===== config.mk =====
export PLATFORM = sky130hd
export DESIGN_NAME = fcs_scan_ctrl
export DESIGN_NICKNAME = d
export VERILOG_FILES = /design/src/fcs_pkg.sv /design/src/fcs_crc16.sv /design/src/fcs_scan_ctrl.sv
export SDC_FILE = /design/constraint.sdc
export NUM_CORES = 1
export LEC_CHECK = 0
export BUFFER_PORTS_ARGS = -buffer_cell sky130_fd_sc_hd__buf_2
export CORE_UTILIZATION = 46
export DETAILED_ROUTE_END_ITERATION = 6
export PLACE_DENSITY = 0.83
export SYNTH_ARGS = -nofsm -noshare
export SYNTH_HDL_FRONTEND = slang
export SYNTH_SLANG_ARGS = --single-unit

===== constraint.sdc =====
create_clock -name pclk -period 5 [get_ports pclk]
set_input_delay 0.5 -clock pclk [delete_from_list [all_inputs] [get_ports pclk]]
set_output_delay 0.5 -clock pclk [all_outputs]
set_load 0.02 [all_outputs]

===== src/fcs_pkg.sv =====
package fcs_pkg;

  localparam int unsigned CLK_PERIOD_NS = 50;
  localparam int unsigned WA_W = 15;

  // Register indices; the byte address is four times the index
  localparam logic [1:0] IDX_SCAN_CONTROL_A = 2'h0;
  localparam logic [1:0] IDX_SCAN_CONTROL_B = 2'h1;
  localparam logic [1:0] IDX_SCAN_STATUS = 2'h2;
  localparam logic [9:0] NUM_REGS = 10'h003;

  // Field positions
  localparam int unsigned CA_ENABLE_BIT = 0;
  localparam int unsigned CA_IRQ_EN_BIT = 1;
  localparam int unsigned CA_SOFT_RST_BIT = 7;
  localparam int unsigned ST_BUSY_BIT = 0;
  localparam int unsigned ST_OK_BIT = 1;

  // Reset values
  localparam logic [7:0] SCAN_CONTROL_A_RST = 8'h00;
  localparam logic [7:0] SCAN_CONTROL_B_RST = 8'h00;
  localparam logic [7:0] SCAN_STATUS_RST = 8'h02;

  // Timing counts in clock cycles
  localparam logic [1:0] START_DELAY_CYC = 2'h3;
  localparam logic [1:0] FETCH_PERIOD_CYC = 2'h3;

  // Checksum
  localparam logic [15:0] CRC_POLY = 16'h1021;
  localparam logic [15:0] CRC_INIT = 16'hFFFF;
  localparam logic [15:0] CRC_RESIDUE = 16'h0000;

  typedef enum logic [1:0] {
    SEC_WHOLE_FLASH = 2'h0,
    SEC_BOOT_PLUS_APP = 2'h1,
    SEC_BOOT = 2'h2,
    SEC_SIGNATURE_ROW = 2'h3
  } fcs_section_e;

  typedef enum logic [1:0] {ST_IDLE, ST_DELAY, ST_SCAN, ST_CHECK} fcs_state_e;

  // Last word address of each section, from the fuse logic
  typedef struct packed {
    logic [WA_W-1:0] flash_end;
    logic [WA_W-1:0] boot_app_end;
    logic [WA_W-1:0] boot_end;
    logic [WA_W-1:0] signature_row_end;
  } fcs_sect_ends_s;

  typedef struct packed {
    logic rd_en;
    logic signature_row;
    logic [WA_W-1:0] addr;
  } fcs_flash_req_s;

  function automatic logic [15:0] fcs_crc_byte(input logic [15:0] crc, input logic [7:0] b);
    logic [15:0] c;
    c = crc;
    for (int i = 7; i >= 0; i--)
    begin
      if (c[15] ^ b[i])
        c = {c[14:0], 1'b0} ^ CRC_POLY;
      else
        c = {c[14:0], 1'b0};
    end
    return c;
  endfunction

endpackage


===== src/fcs_crc16.sv =====
module fcs_crc16
  import fcs_pkg::*;
(
  input wire logic pclk, // Clock
  input wire logic presetn, // Async reset, active low
  input wire logic clear, // Load initial value
  input wire logic feed, // Absorb one word
  input wire logic [15:0] word, // Flash word, low byte is first
  output logic [15:0] crc // Running checksum
);

  logic [15:0] crc_r;

  assign crc = crc_r;

  // Low byte sits at the even address, so it goes in first, MSB first
  always_ff @(posedge pclk or negedge presetn)
  begin
    if (!presetn)
      crc_r <= CRC_INIT;
    else if (clear)
      crc_r <= CRC_INIT;
    else if (feed)
      crc_r <= fcs_crc_byte(fcs_crc_byte(crc_r, word[7:0]), word[15:8]);
  end

endmodule


===== src/fcs_scan_ctrl.sv =====
// How it works
// - Scanning halts while the processor sleeps and resumes on wake.
// - Scan begins three cycles after enable is set; processor keeps running.
// - Sleep during the start delay holds off the scan until wake.
// - After such a wake, interrupts are held back until the scan ends.
// - Once the failure interrupt fires, control A writes are ignored.
// - Soft reset clears enable, control B and status one cycle after the write.
// - Soft-reset bit is a self-clearing strobe, never stored.
// - Without failure interrupt enabled, soft reset works even when busy.
// - With failure interrupt enabled, soft reset only works when idle.
// - A mismatch raises the failure interrupt when it is enabled.
// - Failure interrupt enable clears only on system reset, not soft reset.
// - Failure interrupt enable can be set only while idle.
// - Writing enable one starts a check; the bit stays one afterwards.
// - Writing enable zero does not abort; scan runs to section end.
// - A failure after enable was cleared is still caught and reported.
// - A scan started during reset init leaves enable reading one.
// - Control B writes ignored while busy or after the interrupt.
// - Section select: whole flash, boot plus app, boot, signature row.
// - A reset-init scan leaves section select showing the checked section.
// - Status is read only, resets to 0x02, writes do nothing.
// - Pass flag: one at reset, cleared on enable, set on good check.
// - Busy reads one during a check; control writes are restricted.
// - CCITT 16-bit checksum from all ones; residue zero means pass.
// - Scanner owns flash, stalls processor, fetches a word every third cycle.
// - Failure clears pass flag; interrupt request holds until system reset.
//
// Local design decision: the APB interface to the registers.
module fcs_scan_ctrl
  import fcs_pkg::*;
(
  input wire logic pclk, // APB clock, 20 MHz
  input wire logic presetn, // System reset, async, active low
  input wire logic psel, // APB select
  input wire logic penable, // APB enable
  input wire logic pwrite, // APB direction
  input wire logic [11:0] paddr, // APB byte address
  input wire logic [31:0] pwdata, // APB write data
  output logic [31:0] prdata, // APB read data
  output logic pready, // APB ready
  output logic pslverr, // APB error on unmapped address
  input wire logic cpu_sleep, // Processor is in a sleep mode
  input wire logic boot_scan_start, // Pulse: scan requested by reset init
  input wire logic [1:0] boot_scan_section, // Section for the reset-init scan
  input wire fcs_sect_ends_s sect_ends, // Last word address of each section
  output fcs_flash_req_s flash_req, // Word fetch request
  input wire logic [15:0] flash_rdata, // Word, valid the cycle after rd_en
  output logic cpu_stall, // Hold the processor off flash
  output logic cpu_irq_hold, // Defer interrupt handling
  output logic nmi_req // Non-maskable failure request
);

  fcs_state_e st_r;
  logic [1:0] cnt_r;
  logic [WA_W-1:0] wa_r;
  logic en_r;
  logic irq_en_r;
  logic [1:0] section_select_r;
  logic busy_r;
  logic ok_r;
  logic nmi_r;
  logic soft_rst_r;
  logic defer_r;
  logic [31:0] prdata_r;
  fcs_flash_req_s flash_req_r;
  logic [15:0] crc;
  logic wr_acc;
  logic hit;
  logic [1:0] idx;
  logic wr_a;
  logic wr_b;
  logic soft_acc;
  logic start_sw;
  logic start_acc;
  logic feed;
  logic last_word;

  function automatic logic idx_valid(input logic [11:0] a);
    return (a[1:0] == 2'h0) && (a[11:2] < NUM_REGS);
  endfunction

  function automatic logic [WA_W-1:0] sect_end(input logic [1:0] s, input fcs_sect_ends_s e);
    logic [WA_W-1:0] r;
    unique case (fcs_section_e'(s))
      SEC_WHOLE_FLASH: r = e.flash_end;
      SEC_BOOT_PLUS_APP: r = e.boot_app_end;
      SEC_BOOT: r = e.boot_end;
      SEC_SIGNATURE_ROW: r = e.signature_row_end;
    endcase
    return r;
  endfunction

  // Zero-wait slave: read data is captured in the setup cycle
  assign pready = 1'b1;
  assign hit = idx_valid(paddr);
  assign idx = paddr[3:2];
  assign pslverr = psel && penable && !hit;
  assign prdata = prdata_r;
  assign wr_acc = psel && penable && pwrite && hit;
  assign wr_a = wr_acc && (idx == IDX_SCAN_CONTROL_A);
  assign wr_b = wr_acc && (idx == IDX_SCAN_CONTROL_B);

  // All control A effects are blocked once the interrupt has fired
  assign soft_acc = wr_a && !nmi_r && pwdata[CA_SOFT_RST_BIT]
                    && (!irq_en_r || !busy_r);
  assign start_sw = wr_a && !nmi_r && pwdata[CA_ENABLE_BIT] && !busy_r;
  assign start_acc = !soft_rst_r && (start_sw || (boot_scan_start && !busy_r));

  assign feed = (st_r == ST_SCAN) && (cnt_r == 2'h2);
  assign last_word = wa_r == sect_end(section_select_r, sect_ends);

  assign flash_req = flash_req_r;
  assign cpu_stall = (st_r == ST_SCAN) || (st_r == ST_CHECK);
  assign cpu_irq_hold = defer_r;
  assign nmi_req = nmi_r;

  always_ff @(posedge pclk or negedge presetn)
  begin
    if (!presetn)
      prdata_r <= 32'h0000_0000;
    else if (psel && !penable)
    begin
      prdata_r <= 32'h0000_0000;
      if (idx_valid(paddr))
      begin
        unique case (paddr[3:2])
          IDX_SCAN_CONTROL_A:
            begin
              prdata_r[CA_ENABLE_BIT] <= en_r;
              prdata_r[CA_IRQ_EN_BIT] <= irq_en_r;
            end
          IDX_SCAN_CONTROL_B:
            prdata_r[1:0] <= section_select_r;
          IDX_SCAN_STATUS:
            begin
              prdata_r[ST_BUSY_BIT] <= busy_r;
              prdata_r[ST_OK_BIT] <= ok_r && !busy_r;
            end
          default:
            prdata_r <= 32'h0000_0000;
        endcase
      end
    end
  end

  // Strobe lives one cycle, so the clear lands one cycle after the write
  always_ff @(posedge pclk or negedge presetn)
  begin
    if (!presetn)
      soft_rst_r <= 1'b0;
    else
      soft_rst_r <= soft_acc;
  end

  always_ff @(posedge pclk or negedge presetn)
  begin
    if (!presetn)
      en_r <= SCAN_CONTROL_A_RST[CA_ENABLE_BIT];
    else if (soft_rst_r)
      en_r <= 1'b0;
    else if (boot_scan_start && !busy_r)
      en_r <= 1'b1;
    else if (wr_a && !nmi_r)
      en_r <= pwdata[CA_ENABLE_BIT];
  end

  // Only a system reset clears the interrupt enable
  always_ff @(posedge pclk or negedge presetn)
  begin
    if (!presetn)
      irq_en_r <= SCAN_CONTROL_A_RST[CA_IRQ_EN_BIT];
    else if (wr_a && !nmi_r && !busy_r && pwdata[CA_IRQ_EN_BIT])
      irq_en_r <= 1'b1;
  end

  always_ff @(posedge pclk or negedge presetn)
  begin
    if (!presetn)
      section_select_r <= SCAN_CONTROL_B_RST[1:0];
    else if (soft_rst_r)
      section_select_r <= 2'h0;
    else if (boot_scan_start && !busy_r)
      section_select_r <= boot_scan_section;
    else if (wr_b && !busy_r && !nmi_r)
      section_select_r <= pwdata[1:0];
  end

  // Sequencer: start delay, fetch phases, final check
  always_ff @(posedge pclk or negedge presetn)
  begin
    if (!presetn)
    begin
      st_r <= ST_IDLE;
      cnt_r <= 2'h0;
      wa_r <= '0;
    end
    else if (soft_rst_r)
    begin
      st_r <= ST_IDLE;
      cnt_r <= 2'h0;
    end
    else
    begin
      unique case (st_r)
        ST_IDLE:
          if (start_acc)
          begin
            st_r <= ST_DELAY;
            cnt_r <= 2'h0;
            wa_r <= '0;
          end
        ST_DELAY:
          if (!cpu_sleep)
          begin
            if (cnt_r == START_DELAY_CYC - 2'h1)
            begin
              st_r <= ST_SCAN;
              cnt_r <= 2'h0;
            end
            else
              cnt_r <= cnt_r + 2'h1;
          end
        ST_SCAN:
          // Sleep freezes only before a fetch, so no word in flight is lost
          if (cnt_r != 2'h0 || !cpu_sleep)
          begin
            if (cnt_r == FETCH_PERIOD_CYC - 2'h1)
            begin
              cnt_r <= 2'h0;
              if (last_word)
                st_r <= ST_CHECK;
              else
                wa_r <= wa_r + 1'b1;
            end
            else
              cnt_r <= cnt_r + 2'h1;
          end
        ST_CHECK:
          st_r <= ST_IDLE;
      endcase
    end
  end

  always_ff @(posedge pclk or negedge presetn)
  begin
    if (!presetn)
      flash_req_r <= '0;
    else
    begin
      flash_req_r.rd_en <= !soft_rst_r && (st_r == ST_SCAN) && (cnt_r == 2'h0)
                           && !cpu_sleep;
      flash_req_r.addr <= wa_r;
      flash_req_r.signature_row <= section_select_r == SEC_SIGNATURE_ROW;
    end
  end

  always_ff @(posedge pclk or negedge presetn)
  begin
    if (!presetn)
      busy_r <= SCAN_STATUS_RST[ST_BUSY_BIT];
    else if (soft_rst_r)
      busy_r <= 1'b0;
    else if (start_acc)
      busy_r <= 1'b1;
    else if (st_r == ST_CHECK)
      busy_r <= 1'b0;
  end

  // Status is never written from the bus
  always_ff @(posedge pclk or negedge presetn)
  begin
    if (!presetn)
      ok_r <= SCAN_STATUS_RST[ST_OK_BIT];
    else if (soft_rst_r)
      ok_r <= 1'b0;
    else if (start_acc)
      ok_r <= 1'b0;
    else if (st_r == ST_CHECK)
      ok_r <= crc == CRC_RESIDUE;
  end

  // Held until system reset; a failing tail after enable cleared still counts
  always_ff @(posedge pclk or negedge presetn)
  begin
    if (!presetn)
      nmi_r <= 1'b0;
    else if (st_r == ST_CHECK && crc != CRC_RESIDUE && irq_en_r)
      nmi_r <= 1'b1;
  end

  always_ff @(posedge pclk or negedge presetn)
  begin
    if (!presetn)
      defer_r <= 1'b0;
    else if (soft_rst_r || st_r == ST_CHECK)
      defer_r <= 1'b0;
    else if (st_r == ST_DELAY && cpu_sleep)
      defer_r <= 1'b1;
  end

  fcs_crc16 u_crc
  (
    .pclk(pclk),
    .presetn(presetn),
    .clear(start_acc),
    .feed(feed),
    .word(flash_rdata),
    .crc(crc)
  );
endmodule


==> Word level (Yosys, flattened, before mapping) <==
Index checks and enable logic that the tools add are counted.
{ "classes": {"add_sub_neg": 2, "n_mul": 0, "div": 0, "magnitude_cmp": 1, "eq_ne": 20, "shift": 0, "muxes": 84, "bitwise": 33, "n_reduce_logical": 57} }
{ "op_table": {"columns": ["cell", "n"], "rows": [
  ["$mux W16", 32],
  ["$mux W13", 16],
  ["$mux W15", 4],
  ["$pmux W15 S4", 1],
  ["$not A3 Y3", 16],
  ["$mux W2", 16],
  ["$pmux W15 S2", 1],
  ["$logic_and A1 B1 Y1", 27],
  ["$ne A3 B3 Y1 const B", 6],
  ["$logic_not A16 Y1", 1],
  ["$reduce_bool A16 Y1", 1],
  ["$xor A1 B1 Y1", 16],
  ["$add A15 B1 Y15 const B", 1],
  ["$eq A15 B15 Y1", 1],
  ["$eq A2 B2 Y1 const B", 6],
  ["$pmux W2 S3", 2],
  ["$reduce_and A6 Y1", 2],
  ["$mux W1", 11],
  ["$logic_not A2 Y1", 5],
  ["$lt A10 B2 Y1 const B", 1],
  ["$reduce_bool A3 Y1", 3],
  ["$ne A2 B2 Y1 const B", 4],
  ["$pmux W2 S4", 1],
  ["$reduce_bool A2 Y1", 4],
  ["7 further kinds", 19]
]} }
{ "totals": {"ff_bits": 93, "latchBits": 0, "ram_bits": 0, "romBits": 0, "inputBits": 129, "output_inout_bits": 54, "word_cells": 213, "memories": 0} }

==> Depth between registers and ports, before layout <==
Gate-level depths: netlist (run 1).
{ "depth": {"ltp_word": 70, "depth_mapped": 10} }

==> Cells and area by module <==
From an unflattened synthesis (run 1), not the netlist that was laid out.
{ "hier_totals": {"cells_unflattened": 411, "area_unflattened_um2": 4330.4} }
{ "modules_own_cells": {"columns": ["module", "instances", "cells_each", "area_each_um2", "seq_area_each_um2"], "rows": [
  ["fcs_scan_ctrl", 1, 298, 3095.5, 1177.4],
  ["fcs_crc16", 1, 113, 1234.9, 420.4]
]} }

==> Worst setup path after synthesis (run 1) <==
Ideal clock, no wire load.
{ "synth_timing": {"path_kind": "input-to-reg", "startpoint": "input paddr[1]", "endpoint": "register wa_r[3]", "t_arrival_ns": 2.312, "required_time_ns": 4.933, "slack_ns": 2.621, "cell_stages": 7, "path_buffers": 0, "path_cell_list": "nor4_1 -> and3_1 -> a311oi_1 -> a2111o_1 -> a21oi_2 -> or4b_2 -> nand2_1"} }
{ "synth_via": {"elab_chain_len": 11} }
{ "synth_lines": {"columns": ["element", "line_no", "text"], "rows": [
  ["from (decl)", "fcs_scan_ctrl.sv:37", "input wire logic [11:0] paddr,"],
  ["$logic_not A2 Y1", "fcs_scan_ctrl.sv:79", "return (a[1:0] == 2'h0) && (a[11:2] < NUM_REGS);"],
  ["$logic_and A1 B1 Y1", "fcs_scan_ctrl.sv:79", null],
  ["$logic_and A1 B1 Y1", "fcs_scan_ctrl.sv:99", "assign wr_acc = psel && penable && pwrite && hit;"],
  ["$logic_and A1 B1 Y1", "fcs_scan_ctrl.sv:100", "assign wr_a = wr_acc && (idx == IDX_SCAN_CONTROL_A);"],
  ["$logic_and A1 B1 Y1 (3 in a row)", "fcs_scan_ctrl.sv:106", "assign start_sw = wr_a && !nmi_r && pwdata[CA_ENABLE_BIT] && !busy_r;"],
  ["$logic_or A1 B1 Y1", "fcs_scan_ctrl.sv:107", "assign start_acc = !soft_rst_r && (start_sw || (boot_scan_start && !busy_r));"],
  ["$logic_and A1 B1 Y1", "fcs_scan_ctrl.sv:107", null],
  ["$ne A2 B2 Y1 (no line)", null, null],
  ["$reduce_and A6 Y1 (no line)", null, null],
  ["to (signal assigned)", "fcs_scan_ctrl.sv:233", "wa_r <= wa_r + 1'b1;"],
  ["to (decl)", "fcs_scan_ctrl.sv:55", "logic [WA_W-1:0] wa_r;"]
]} }
No other way between the ends.
A chain may end at the register's enable or synchronous reset.

==> Final worst setup path (run 1) <==
{ "layout_timing": {"startpoint": "register section_select_r[0]", "endpoint": "register wa_r[3]"} }
{ "layout_via": {"elab_chain_len": 5, "elab_cells_between_ends": 8} }
{ "layout_lines": {"columns": ["element", "line_no", "text"], "rows": [
  ["from (decl)", "fcs_scan_ctrl.sv:58", "logic [1:0] section_select_r;"],
  ["from (signal assigned)", "fcs_scan_ctrl.sv:179", "section_select_r <= SCAN_CONTROL_B_RST[1:0];"],
  ["from (signal assigned)", "fcs_scan_ctrl.sv:183", "section_select_r <= boot_scan_section;"],
  ["from (signal assigned)", "fcs_scan_ctrl.sv:185", "section_select_r <= pwdata[1:0];"],
  ["$eq A2 B2 Y1, or another cell as far along", "fcs_scan_ctrl.sv:84", "unique case (fcs_section_e'(s))"],
  ["$pmux W15 S4 *", "fcs_scan_ctrl.sv:84", null],
  ["$eq A15 B15 Y1 *", "fcs_scan_ctrl.sv:110", "assign last_word = wa_r == sect_end(section_select_r, sect_ends);"],
  ["$ne A2 B2 Y1 (no line) *", null, null],
  ["$reduce_and A6 Y1 (no line) *", null, null]
]} }
Mark *: on every way between the ends. The rest lies on a longest branch, timed or not.

==> out/qor.txt, run 1 <==
Status: finished clean
Post-Layout Cell Count: 636
Worst path bufs/invs: 0
Dpl cells: 619
Crit-path max cell delay: 1.03 ns
Fin crit share: 0.713
Top cells by area, synth: dfrtp_1 (28%), dfstp_2 (11%), xnor2_1 (11%), mux4_2 (7.1%), buf_4 (5.8%)
Syn Area/Cell: 10.2 µm²
Hold slack final: 0.344 ns
Area Growth Syn to Fin: 18.3%
Gr ovfl total: 0
Die Ht: 96.8 µm
Post_cts resized: 0
Setup TNS: 0 ns
Cell Pwr Density: 556 mW/mm²
Sequential area share after synthesis: 0.387
Initial antenna violation count: 1
Clock Skews: 0.0108 ns
I/O pin cnt: 183
Worst hold path class: primary input to asynchronous set/reset pin
Critical-path cell list: mux4_2, xnor2_1, nand4_1, a2111oi_2, a21oi_2, or4b_2, nand2_1
Row cnt: 34
Worst Path Required: 5.26 ns
Routability cong.: 0.850
Root Driver: clkbuf_8
Vias in the first global route: 3,300
CP max-delay cell: dfrtp_1
Core region area: 0.00872 mm²
Residual DRC: 0
Slew @ Worst Pin: 1.16 ns
Worst-skew pair later-pin latency: 0.32 ns
Setup Buffers After CTS: 0
TritonCTS buffer count: 9
Routed WL: 9140 µm
First-pass GRT wire length: 15,500 µm
Synth unique cells: 51
Slew HR: 0.222
Buffers on Ports: 122
H-tree levels: 3
Total GRT Usage: 0.204
Largest net degree at the start of global routing: 64
Tmin final: 3.57 ns
Routed length per instance: 14.4 µm
#FFs+latches synth: 63
CP delay by family, top: flip-flops
Vias per Instance: 5.33
Achievable Freq: 0.280 GHz
Post-DP HPWL: 7000 µm
Crit start category: flop
YS warnings: 0
Clk slew on worst S/H paths: 0.07 ns
DR iter-0 viols: 180
Deepest clock path buffer count: 2
CTS tree: done
Final number of setup-violating endpoints: 0
Initial Util: 0.474
Synth top area share: 0.278
EDFF count, synth: 0
CTS Hold Bufs: 0
Final Slew Violations: 0
RSZ-0062 raised after global routing: no
Crit Path Category: flop to flop
Ys async rst share: 1.00
Mapped Cells: 406
Die width: 96.8 µm
Leak pwr: 2.34 nW
Critical Path Sink Type: flop
Vias: 3,391
Final Hold Fails: 0
Worst Path Arrival: 3.83 ns
Area of the die: 0.00937 mm²
Layout net count: 656
CTS sink count: 63
CP max FO: 24
Antenna viol nets, final: 0
Ratio of cells with drive above 1 in the final layout: 0.347
Area of the mapped netlist: 0.00413 mm²
Number of max-cap violations: 0
Drt pass-1 iters: 4
Top_reg_cell synth: dfrtp_1
Maximum vdd drop: 278 µV
Yosys top cell by area: dfrtp_1
-- cell usage after synthesis (2+ instances only) --
cell      count
conb_1        2
or2_2         2
o31ai_1       2
buf_4        32
ha_1          5
and3_1        5
a2111o_1      2
mux2i_1      16
inv_1        10
mux2_2        3
o21ai_0       9
buf_2         4
or3_1         7
nor3b_1       2
clkbuf_1     11
nand3_1      13
a21oi_1      12
dfstp_2      17
nor2_1       19
o211ai_1     10
xnor2_1      51
a31o_2        5
xor2_1       13
and2_1        2
a211o_1       2
nand2_1      36
dfrtp_1      46
nand2b_1     11
nor4_1        7
a21o_1        3
nor2b_1       2
nor3_1        2
mux4_2       13
nand4_1      12
and4_1        2
-- worst paths after layout --
check,from,to,slack (ns),depth (start not counted)
setup / recovery,section_select_r[0],wa_r[3],1.43,7
setup reg to reg,section_select_r[0],wa_r[3],1.43,7
hold / removal,presetn,flash_req[4],0.34,2
min in group pclk,cpu_sleep,flash_req[16],0.38,2
hold reg to reg,wa_r[12],flash_req[12],0.45,0
max in group asynchronous,presetn,flash_req[10],4.12,2
-- through the flow --
stage | setup WS [ns] | utilization | area [µm²] | power, mW
detailed placement | 1.40 | 0.539 | 4700 | 2.29
finish | 1.43 | 0.561 | 4890 | 2.72
global route | 1.09 | 0.561 | 4890 | 2.93
CTS | 1.38 | 0.560 | 4890 | 2.74
global placement | 1.48 | 0.539 | 4700 | 2.25
floorplan | 2.62 | - | 4240 | 2.03
-- placed cells by master (no fill, tap or decap), types with 2 or more instances in the layout --
cell type and n:
xnor2_1 51, mux2i_1 16, o211ai_1 10, dfrtp_1 46, nor4_1 7, buf_2 122
nand2b_1 11, nand2_1 36, inv_1 10, ha_1 5, conb_1 31, nand4_1 12
and4_1 2, nor3b_1 2, nand3_1 13, or3_1 7, clkbuf_8 10, and2_1 2
a21oi_1 12, a21o_1 3, o21ai_0 9, or2_2 2, clkinv_2 3, mux2_2 3
buf_4 2, dfstp_2 17, and3_1 5, clkbuf_1 2, nor3_1 2, a31o_2 5
a2111o_1 2, mux4_2 13, nor2b_1 2, a211o_1 2, a2111oi_2 2, o31ai_1 2
xor2_1 13, nor2_1 19
-- report_power, final --
part	total, mW	switching (mW)	internal, mW
registers	0.818	0.167	0.651
logic	1.47	0.736	0.734
clock network	0.431	0.189	0.242
total	2.72	1.09	1.63
-- worst reg2reg max path, cell delays in order, from the launching register on --
cell and delay, ns:
dfrtp_1 1.03, mux4_2 0.63, xnor2_1 0.14, nand4_1 0.11, a2111oi_2 0.06, a21oi_2 0.81, or4b_2 0.65, nand2_1 0.08
-- area by class of cell --
cell class	count	area [µm²]
diodes	1	2.50
clock buffers	12	145
clock inverters	4	45.0
fillers	770	3830
inverters	10	37.5
multi-input cells	314	2300
flip-flops and latches	63	1600
well taps	108	135
repair buffers	124	626
-- sequential cells by signal (all words and copies together) (netlist names) --
signal / cells
wa_r: 15
cnt_r: 2
section_select_r: 2
en_r: 1
cpu_irq_hold: 1
flash_req: 17
u_crc.crc: 16
st_r: 2
nmi_req: 1
prdata: 2
soft_rst_r: 1
ok_r: 1
busy_r: 1
irq_en_r: 1
-- per-layer routing --
layer | GRT usage | share of wire | vias up
li1 | - | - | 1608
met1 | 0.268 | 0.43 | 1620
met2 | 0.327 | 0.48 | 146
met3 | 0.0368 | 0.062 | 17
met4 | 0.0964 | 0.024 | 0
met5 | 0 | 0 | -
-- logic make-up (layout without fill, tap and decap cells) --
| kind of cell | count (synthesis) | count (layout) | share of synthesized area |
|---|---|---|---|
| AOI/OAI and AO/OA | 54 | 54 | 0.0929 |
| other | 2 | 32 | 0.00182 |
| xor gates and xnor gates | 65 | 65 | 0.141 |
| buffers and inverters | 58 | 150 | 0.0847 |
| muxes | 32 | 32 | 0.118 |
| adders and majority gates | 5 | 5 | 0.0151 |
| and+or+nand+nor | 127 | 127 | 0.160 |
| DFF | 63 | 63 | 0.387 |
Note: power is estimated with default switching activity, not from simulation.
==> inputs of run 2 (changes only) <==
==> constraint.sdc (replaced) <==
create_clock -name pclk -period 3.6 [get_ports pclk]
set_input_delay 0.36 -clock pclk [delete_from_list [all_inputs] [get_ports pclk]]
set_output_delay 0.36 -clock pclk [all_outputs]
set_load 0.02 [all_outputs]
==> run 2 against run 1 <==
  * Final cell count is 0.31% higher
  * Sequential power rose by 32%
  * Setup slack worse by 0.62 ns
  * First-iteration DRC count shrank 33%
  * Register-to-register slack worse by 0.62 ns
  * Global-route usage up 0.21 points
  * Fmax is 28% higher
  * Critical path depth did not move
  * Critical path type unchanged
  * Worst hold slack got worse by 0.30 ns
  * Non-clock buffer count grew 3
==> out/qor.txt, run 2 (same netlist as run 1, synthesis figures left out) <==
Post-DP HPWL: 7280 µm (was 7000 µm)
Root Driver: clkbuf_8 (unchanged)
CTS tree: done (unchanged)
Setup TNS: 0 ns (unchanged)
Finished Core Util: 0.561 (about the same)
Leak pwr: 2.34 nW (about the same)
Worst-skew pair later-pin latency: 0.34 ns (was 0.32 ns)
CP max-delay cell: or4b_2 (was dfrtp_1)
Core region area: 0.00872 mm² (unchanged)
Power, Total: 3.75 mW (was 2.72 mW)
Setup crit start: nmi_req (was section_select_r[0])
Final Slew Violations: 0 (unchanged)
Post-Layout Cell Count: 638 (was 636)
Routability cong.: 0.880 (was 0.850)
Crit-path max cell delay: 0.63 ns (was 1.03 ns)
Total GRT Usage: 0.206 (was 0.204)
Reg2Reg Depth: 7 (unchanged)
RR Endpoint: wa_r[3] (unchanged)
Max reg flops: 17 (unchanged)
RSZ-0062 raised after global routing: no (unchanged)
Initial Util: 0.474 (unchanged)
Gr ovfl total: 0 (unchanged)
Post_cts resized: 0 (unchanged)
I/O pin cnt: 183 (unchanged)
Drt pass-1 iters: 4 (unchanged)
Cell Pwr Density: 768 mW/mm² (was 556 mW/mm²)
Commonest non-fill, non-tap cell in the layout: buf_2 (unchanged)
Worst Path Required: 3.87 ns (was 5.26 ns)
Achievable Freq: 0.359 GHz (was 0.280 GHz)
Worst path bufs/invs: 0 (unchanged)
Critical Path End: wa_r[3] (unchanged)
Deepest clock path buffer count: 2 (unchanged)
Status: finished clean (unchanged)
H-tree levels: 3 (unchanged)
Worst hold path class: primary input to asynchronous set/reset pin (unchanged)
Slew HR: 0.498 (was 0.222)
Antenna viol nets, final: 0 (unchanged)
Worst Path Arrival: 3.06 ns (was 3.83 ns)
CP max FO: 13 (was 24)
Ratio of cells with drive above 1 in the final layout: 0.347 (about the same)
Vias per Instance: 5.36 (was 5.33)
Slew @ Worst Pin: 0.752 ns (was 1.16 ns)
Vias in the first global route: 3,301 (was 3,300)
CP delay by family, top: simple AND/OR/NAND/NOR gates (was flip-flops)
Routed WL: 9380 µm (was 9140 µm)
Fin crit share: 0.774 (was 0.713)
Vias: 3,421 (was 3,391)
Initial antenna violation count: 0 (was 1)
Setup Buffers After CTS: 0 (unchanged)
Critical path depth: 7 (unchanged)
Worst reg2reg setup slack: 0.81 ns (was 1.43 ns)
Largest net degree at the start of global routing: 38 (was 64)
Area of the die: 0.00937 mm² (unchanged)
Most frequent cells in the layout: buf_2 (122), xnor2_1 (51), dfrtp_1 (46), nand2_1 (36), conb_1 (31) (unchanged)
Layout net count: 659 (was 656)
N_diodes: 0 (was 1)
DR iter-0 viols: 120 (was 180)
Row cnt: 34 (unchanged)
Buffers on Ports: 122 (unchanged)
Worst r2r src: nmi_req (was section_select_r[0])
CTS sink count: 63 (unchanged)
Maximum vdd drop: 404 µV (was 278 µV)
Dpl cells: 622 (was 619)
Tmin final: 2.79 ns (was 3.57 ns)
Number of max-cap violations: 0 (unchanged)
Clk slew on worst S/H paths: 0.07 ns (about the same)
Clock Skews: 0.0108 ns (about the same)
Filler cells: 757 (was 770)
Final number of setup-violating endpoints: 0 (unchanged)
Critical-path cell list: nand4b_1, nor3_1, a311oi_1, a2111o_1, a21oi_2, or4b_2, nand2_1 (was mux4_2, xnor2_1, nand4_1, a2111oi_2, a21oi_2, or4b_2, nand2_1)
Crit start category: flop (unchanged)
First-pass GRT wire length: 15,600 µm (was 15,500 µm)
Area Growth Syn to Fin: 18.3% (about the same)
Residual DRC: 0 (unchanged)
Critical Path Sink Type: flop (unchanged)
Final Hold Fails: 0 (unchanged)
Die width: 96.8 µm (unchanged)
Routed length per instance: 14.7 µm (was 14.4 µm)
Crit Path Category: flop to flop (unchanged)
TritonCTS buffer count: 9 (unchanged)
CTS Hold Bufs: 0 (unchanged)
Die Ht: 96.8 µm (unchanged)
## run 2: changes by cell type in the layout (fill, tap and decap cells not counted)
cell / change
buf_4: +3
clkbuf_1: +2
clkinv_2: -2
bufinv_16: -1
clkbuf_8: +1
diode_2: -1
## run 2: how the worst min path moves through the flow
stage	start	to	slack [ns]	cells after the start
global placement	presetn	flash_req[16]	0.40	1
floorplan	presetn	busy_r	0.06	0
CTS	presetn	flash_req[16]	0.05	1
finish	presetn	cnt_r[1]	0.04	1
detailed placement	wa_r[13]	flash_req[13]	0.40	0
global route	presetn	cnt_r[1]	0.07	1
## run 2: where the power goes
group / internal (mW) / leakage [nW] / switching (mW)
registers: 0.906 / 0.800 / 0.178
logic: 1.04 / 1.45 / 1.09
clock network: 0.288 / 0.0877 / 0.256
total: 2.23 / 2.34 / 1.52
## run 2: per-layer routing
metal | wire length, µm | GRT usage | up-vias
met5 | 0 | 0 | -
met2 | 4540 | 0.336 | 153
met1 | 4100 | 0.271 | 1646
met4 | 172 | 0.0850 | 0
li1 | - | - | 1608
met3 | 563 | 0.0368 | 14
## run 2: final cells by class
type,instances,area (µm²),area share
clock buffer,15,166,0.0340
clock inverter,1,5.00,0.00102
inverter,10,37.5,0.00767
multi-input combinational,314,2300,0.470
sequential,63,1600,0.327
tap,108,135,0.0276
timing repair buffer,127,648,0.133
## run 2: metrics by stage
step,instance area (µm²),setup slack (ns),hold slack (ns)
after floorplan,4240,1.24,0.0644
after global placement,4720,0.890,0.398
after detailed placement,4720,0.818,0.405
after CTS,4890,0.809,0.0455
after global routing,4890,0.622,0.0726
final,4890,0.812,0.0397
==> inputs of run 3 (changes only) <==
--- a/config.mk
+++ b/config.mk
@@ -6,9 +6,9 @@
 export NUM_CORES = 1
 export LEC_CHECK = 0
 export BUFFER_PORTS_ARGS = -buffer_cell sky130_fd_sc_hd__buf_2
-export CORE_UTILIZATION = 46
+export CORE_UTILIZATION = 43
 export DETAILED_ROUTE_END_ITERATION = 6
-export PLACE_DENSITY = 0.83
+export PLACE_DENSITY = 0.82
 export SYNTH_ARGS = -nofsm -noshare
 export SYNTH_HDL_FRONTEND = slang
 export SYNTH_SLANG_ARGS = --single-unit
==> constraint.sdc (replaced) <==
create_clock -name pclk -period 2.2 [get_ports pclk]
set_input_delay 0.22 -clock pclk [delete_from_list [all_inputs] [get_ports pclk]]
set_output_delay 0.22 -clock pclk [all_outputs]
set_load 0.02 [all_outputs]
==> run 3 against run 2 <==
  * The run now ends with setup timing left
  * Setup slack got worse by 1.2 ns
  * Flip-flop and latch count stayed put
  * Register-to-register slack worse by 1.2 ns
  * Largest power group unchanged
==> out/qor.txt, run 3 (same netlist as run 1, synthesis figures left out) <==
Critical Path Sink Type: flop (unchanged)
Status: finished, violations left (was finished clean)
Worst Path Required: 2.47 ns (was 3.87 ns)
Final number of setup-violating endpoints: 17 (was 0)
Row cnt: 35 (was 34)
Crit Path Category: flop to flop (unchanged)
N_diodes: 0 (unchanged)
Commonest non-fill, non-tap cell in the layout: buf_2 (unchanged)
Register Area: 0.00160 mm² (about the same)
Worst Path Arrival: 2.86 ns (was 3.06 ns)
CTS sink count: 63 (unchanged)
Placement Cell Area: 0.00501 mm² (was 0.00472 mm²)
Drt pass-1 iters: 5 (was 4)
Filler cells: 806 (was 757)
Worst r2r src: section_select_r[0] (was nmi_req)
Cell Pwr Density: 1330 mW/mm² (was 768 mW/mm²)
Core region area: 0.00928 mm² (was 0.00872 mm²)
Initial antenna violation count: 0 (unchanged)
Tmin final: 2.59 ns (was 2.79 ns)
Crit start category: flop (unchanged)
Clock Skews: 0.00956 ns (was 0.0108 ns)
Routability cong.: 0.931 (was 0.880)
Largest net degree at the start of global routing: 64 (was 38)
Vias per Instance: 5.11 (was 5.36)
Worst setup margin: -0.392 ns (was 0.812 ns)
Total GRT Usage: 0.212 (was 0.206)
Routed length per instance: 15.0 µm (was 14.7 µm)
Power, Total: 7.20 mW (was 3.75 mW)
Residual DRC: 0 (unchanged)
Layout net count: 697 (was 659)
First-pass GRT wire length: 16,800 µm (was 15,600 µm)
Area of the die: 0.0100 mm² (was 0.00937 mm²)
Final Slew Violations: 0 (unchanged)
Antenna viol nets, final: 0 (unchanged)
Final Hold Fails: 0 (unchanged)
Achievable Freq: 0.386 GHz (was 0.359 GHz)
CTS tree: done (unchanged)
Multi-input logic area: 0.00243 mm² (was 0.00230 mm²)
Number of max-cap violations: 0 (unchanged)
Worst hold path class: primary input to flop (was primary input to asynchronous set/reset pin)
Die width: 100 µm (was 96.8 µm)
Critical Path End: wa_r[3] (unchanged)
Gr ovfl total: 0 (unchanged)
Slew HR: 0.630 (was 0.498)
I/O pin cnt: 183 (unchanged)
H-tree levels: 3 (unchanged)
Buffers on Ports: 122 (unchanged)
Slew @ Worst Pin: 0.555 ns (was 0.752 ns)
RSZ-0062 raised after global routing: yes (was no)
Fin crit share: 1.18 (was 0.774)
Most frequent cells in the layout: buf_2 (122), xnor2_1 (47), dfrtp_1 (45), nand2_1 (36), buf_4 (34) (was buf_2 (122), xnor2_1 (51), dfrtp_1 (46), nand2_1 (36), conb_1 (31))
Cell area after layout: 0.00540 mm² (was 0.00489 mm²)
Max reg flops: 17 (unchanged)
Vias: 3,559 (was 3,421)
RR Endpoint: wa_r[3] (unchanged)
Reg2Reg Depth: 9 (was 7)
CP max FO: 5 (was 13)
Worst-skew pair later-pin latency: 0.33 ns (was 0.34 ns)
Area Growth Syn to Fin: 30.7% (was 18.3%)
Post-DP HPWL: 7760 µm (was 7280 µm)
Routed WL: 10,500 µm (was 9380 µm)
Ratio of cells with drive above 1 in the final layout: 0.426 (was 0.347)
Leak pwr: 2.59 nW (was 2.34 nW)
DR iter-0 viols: 163 (was 120)
Initial Util: 0.445 (was 0.474)
Maximum vdd drop: 753 µV (was 404 µV)
Die Ht: 100 µm (was 96.8 µm)
Worst reg2reg setup slack: -0.39 ns (was 0.81 ns)
Deepest clock path buffer count: 2 (unchanged)
Vias in the first global route: 3,608 (was 3,301)
TritonCTS buffer count: 9 (unchanged)
Setup crit start: section_select_r[0] (was nmi_req)
Clk slew on worst S/H paths: 0.07 ns (about the same)
Failing checks: setup timing
Root Driver: clkbuf_8 (unchanged)
==> run 3: cell types whose count changed in the layout (fill, tap and decap cells not counted), moves of 3 or more <==
cell / change
clkbuf_1: -3
buf_4: +29
a21oi_1: -4
xor2_1: -5
a21oi_2: +3
clkinv_2: +3
buf_6: +5
xnor2_2: +4
xor2_2: +5
xnor2_1: -4
==> run 3: final cells by class <==
class	instances	area share
Tap cell	129	0.0299
Sequential cell	63	0.296
Clock buffer	12	0.0287
Timing Repair Buffer	165	0.185
Multi-Input combinational cell	314	0.450
Inverter	10	0.00695
Clock inverter	4	0.00371
==> run 3: where the power goes <==
part           leakage [nW]  total (mW)  internal, mW  switching [mW]
registers             0.799        1.75          1.49           0.266
logic                  1.70        4.56          2.42            2.14
clock network        0.0959       0.890         0.463           0.427
total                  2.59        7.20          4.37            2.83
==> run 3: through the flow <==
step	setup TNS, ns	setup WS [ns]	utilization	hold WS, ns	std cells
after global routing	-6.75	-0.471	0.582	0.0796	697
after global placement	-3.29	-0.222	0.539	0.259	674
after CTS	-3.60	-0.271	0.570	0.0643	695
final	-5.20	-0.392	0.582	0.0844	697
after detailed placement	-4.21	-0.292	0.539	0.263	674
after floorplan	-0.224	-0.0766	-	-0.0756	435
==> run 3: layer usage <==
metal / share of wire / up-vias / wire, µm / GRT usage
li1: - / 1683 / - / -
met1: 0.43 / 1694 / 4540 / 0.278
met2: 0.49 / 161 / 5100 / 0.352
met3: 0.060 / 21 / 629 / 0.0397
met4: 0.021 / 0 / 219 / 0.0747
met5: 0 / - / 0 / 0
==> run 3: worst max-delay path, stage by stage, from the launching register on <==
cell,delay [ns]
dfrtp_2,0.42
buf_12,0.13
buf_6,0.12
buf_4,0.11
mux4_2,0.53
xnor2_2,0.24
nor4_4,0.10
a21oi_4,0.20
or4b_2,0.60
nand2_1,0.08
==> run 3: worst min-delay path by stage <==
stage	start	endpoint	slack [ns]	cells after the start
after global placement	presetn	cnt_r[1]	0.26	2
after CTS	cpu_sleep	flash_req[16]	0.06	2
after floorplan	presetn	busy_r	-0.08	0
after global routing	cpu_sleep	flash_req[16]	0.08	2
final	cpu_sleep	flash_req[16]	0.08	2
after detailed placement	presetn	flash_req[3]	0.26	2
==> run 3: what timing repair did <==
item	4_1_cts	5_1_grt
buffers inserted	4	2
hold buffers	1	0
setup endpoints to repair	18	20
hold endpoints to repair	46	0
pin swaps	3	11
cloned	0	1
gates resized for setup	11	17
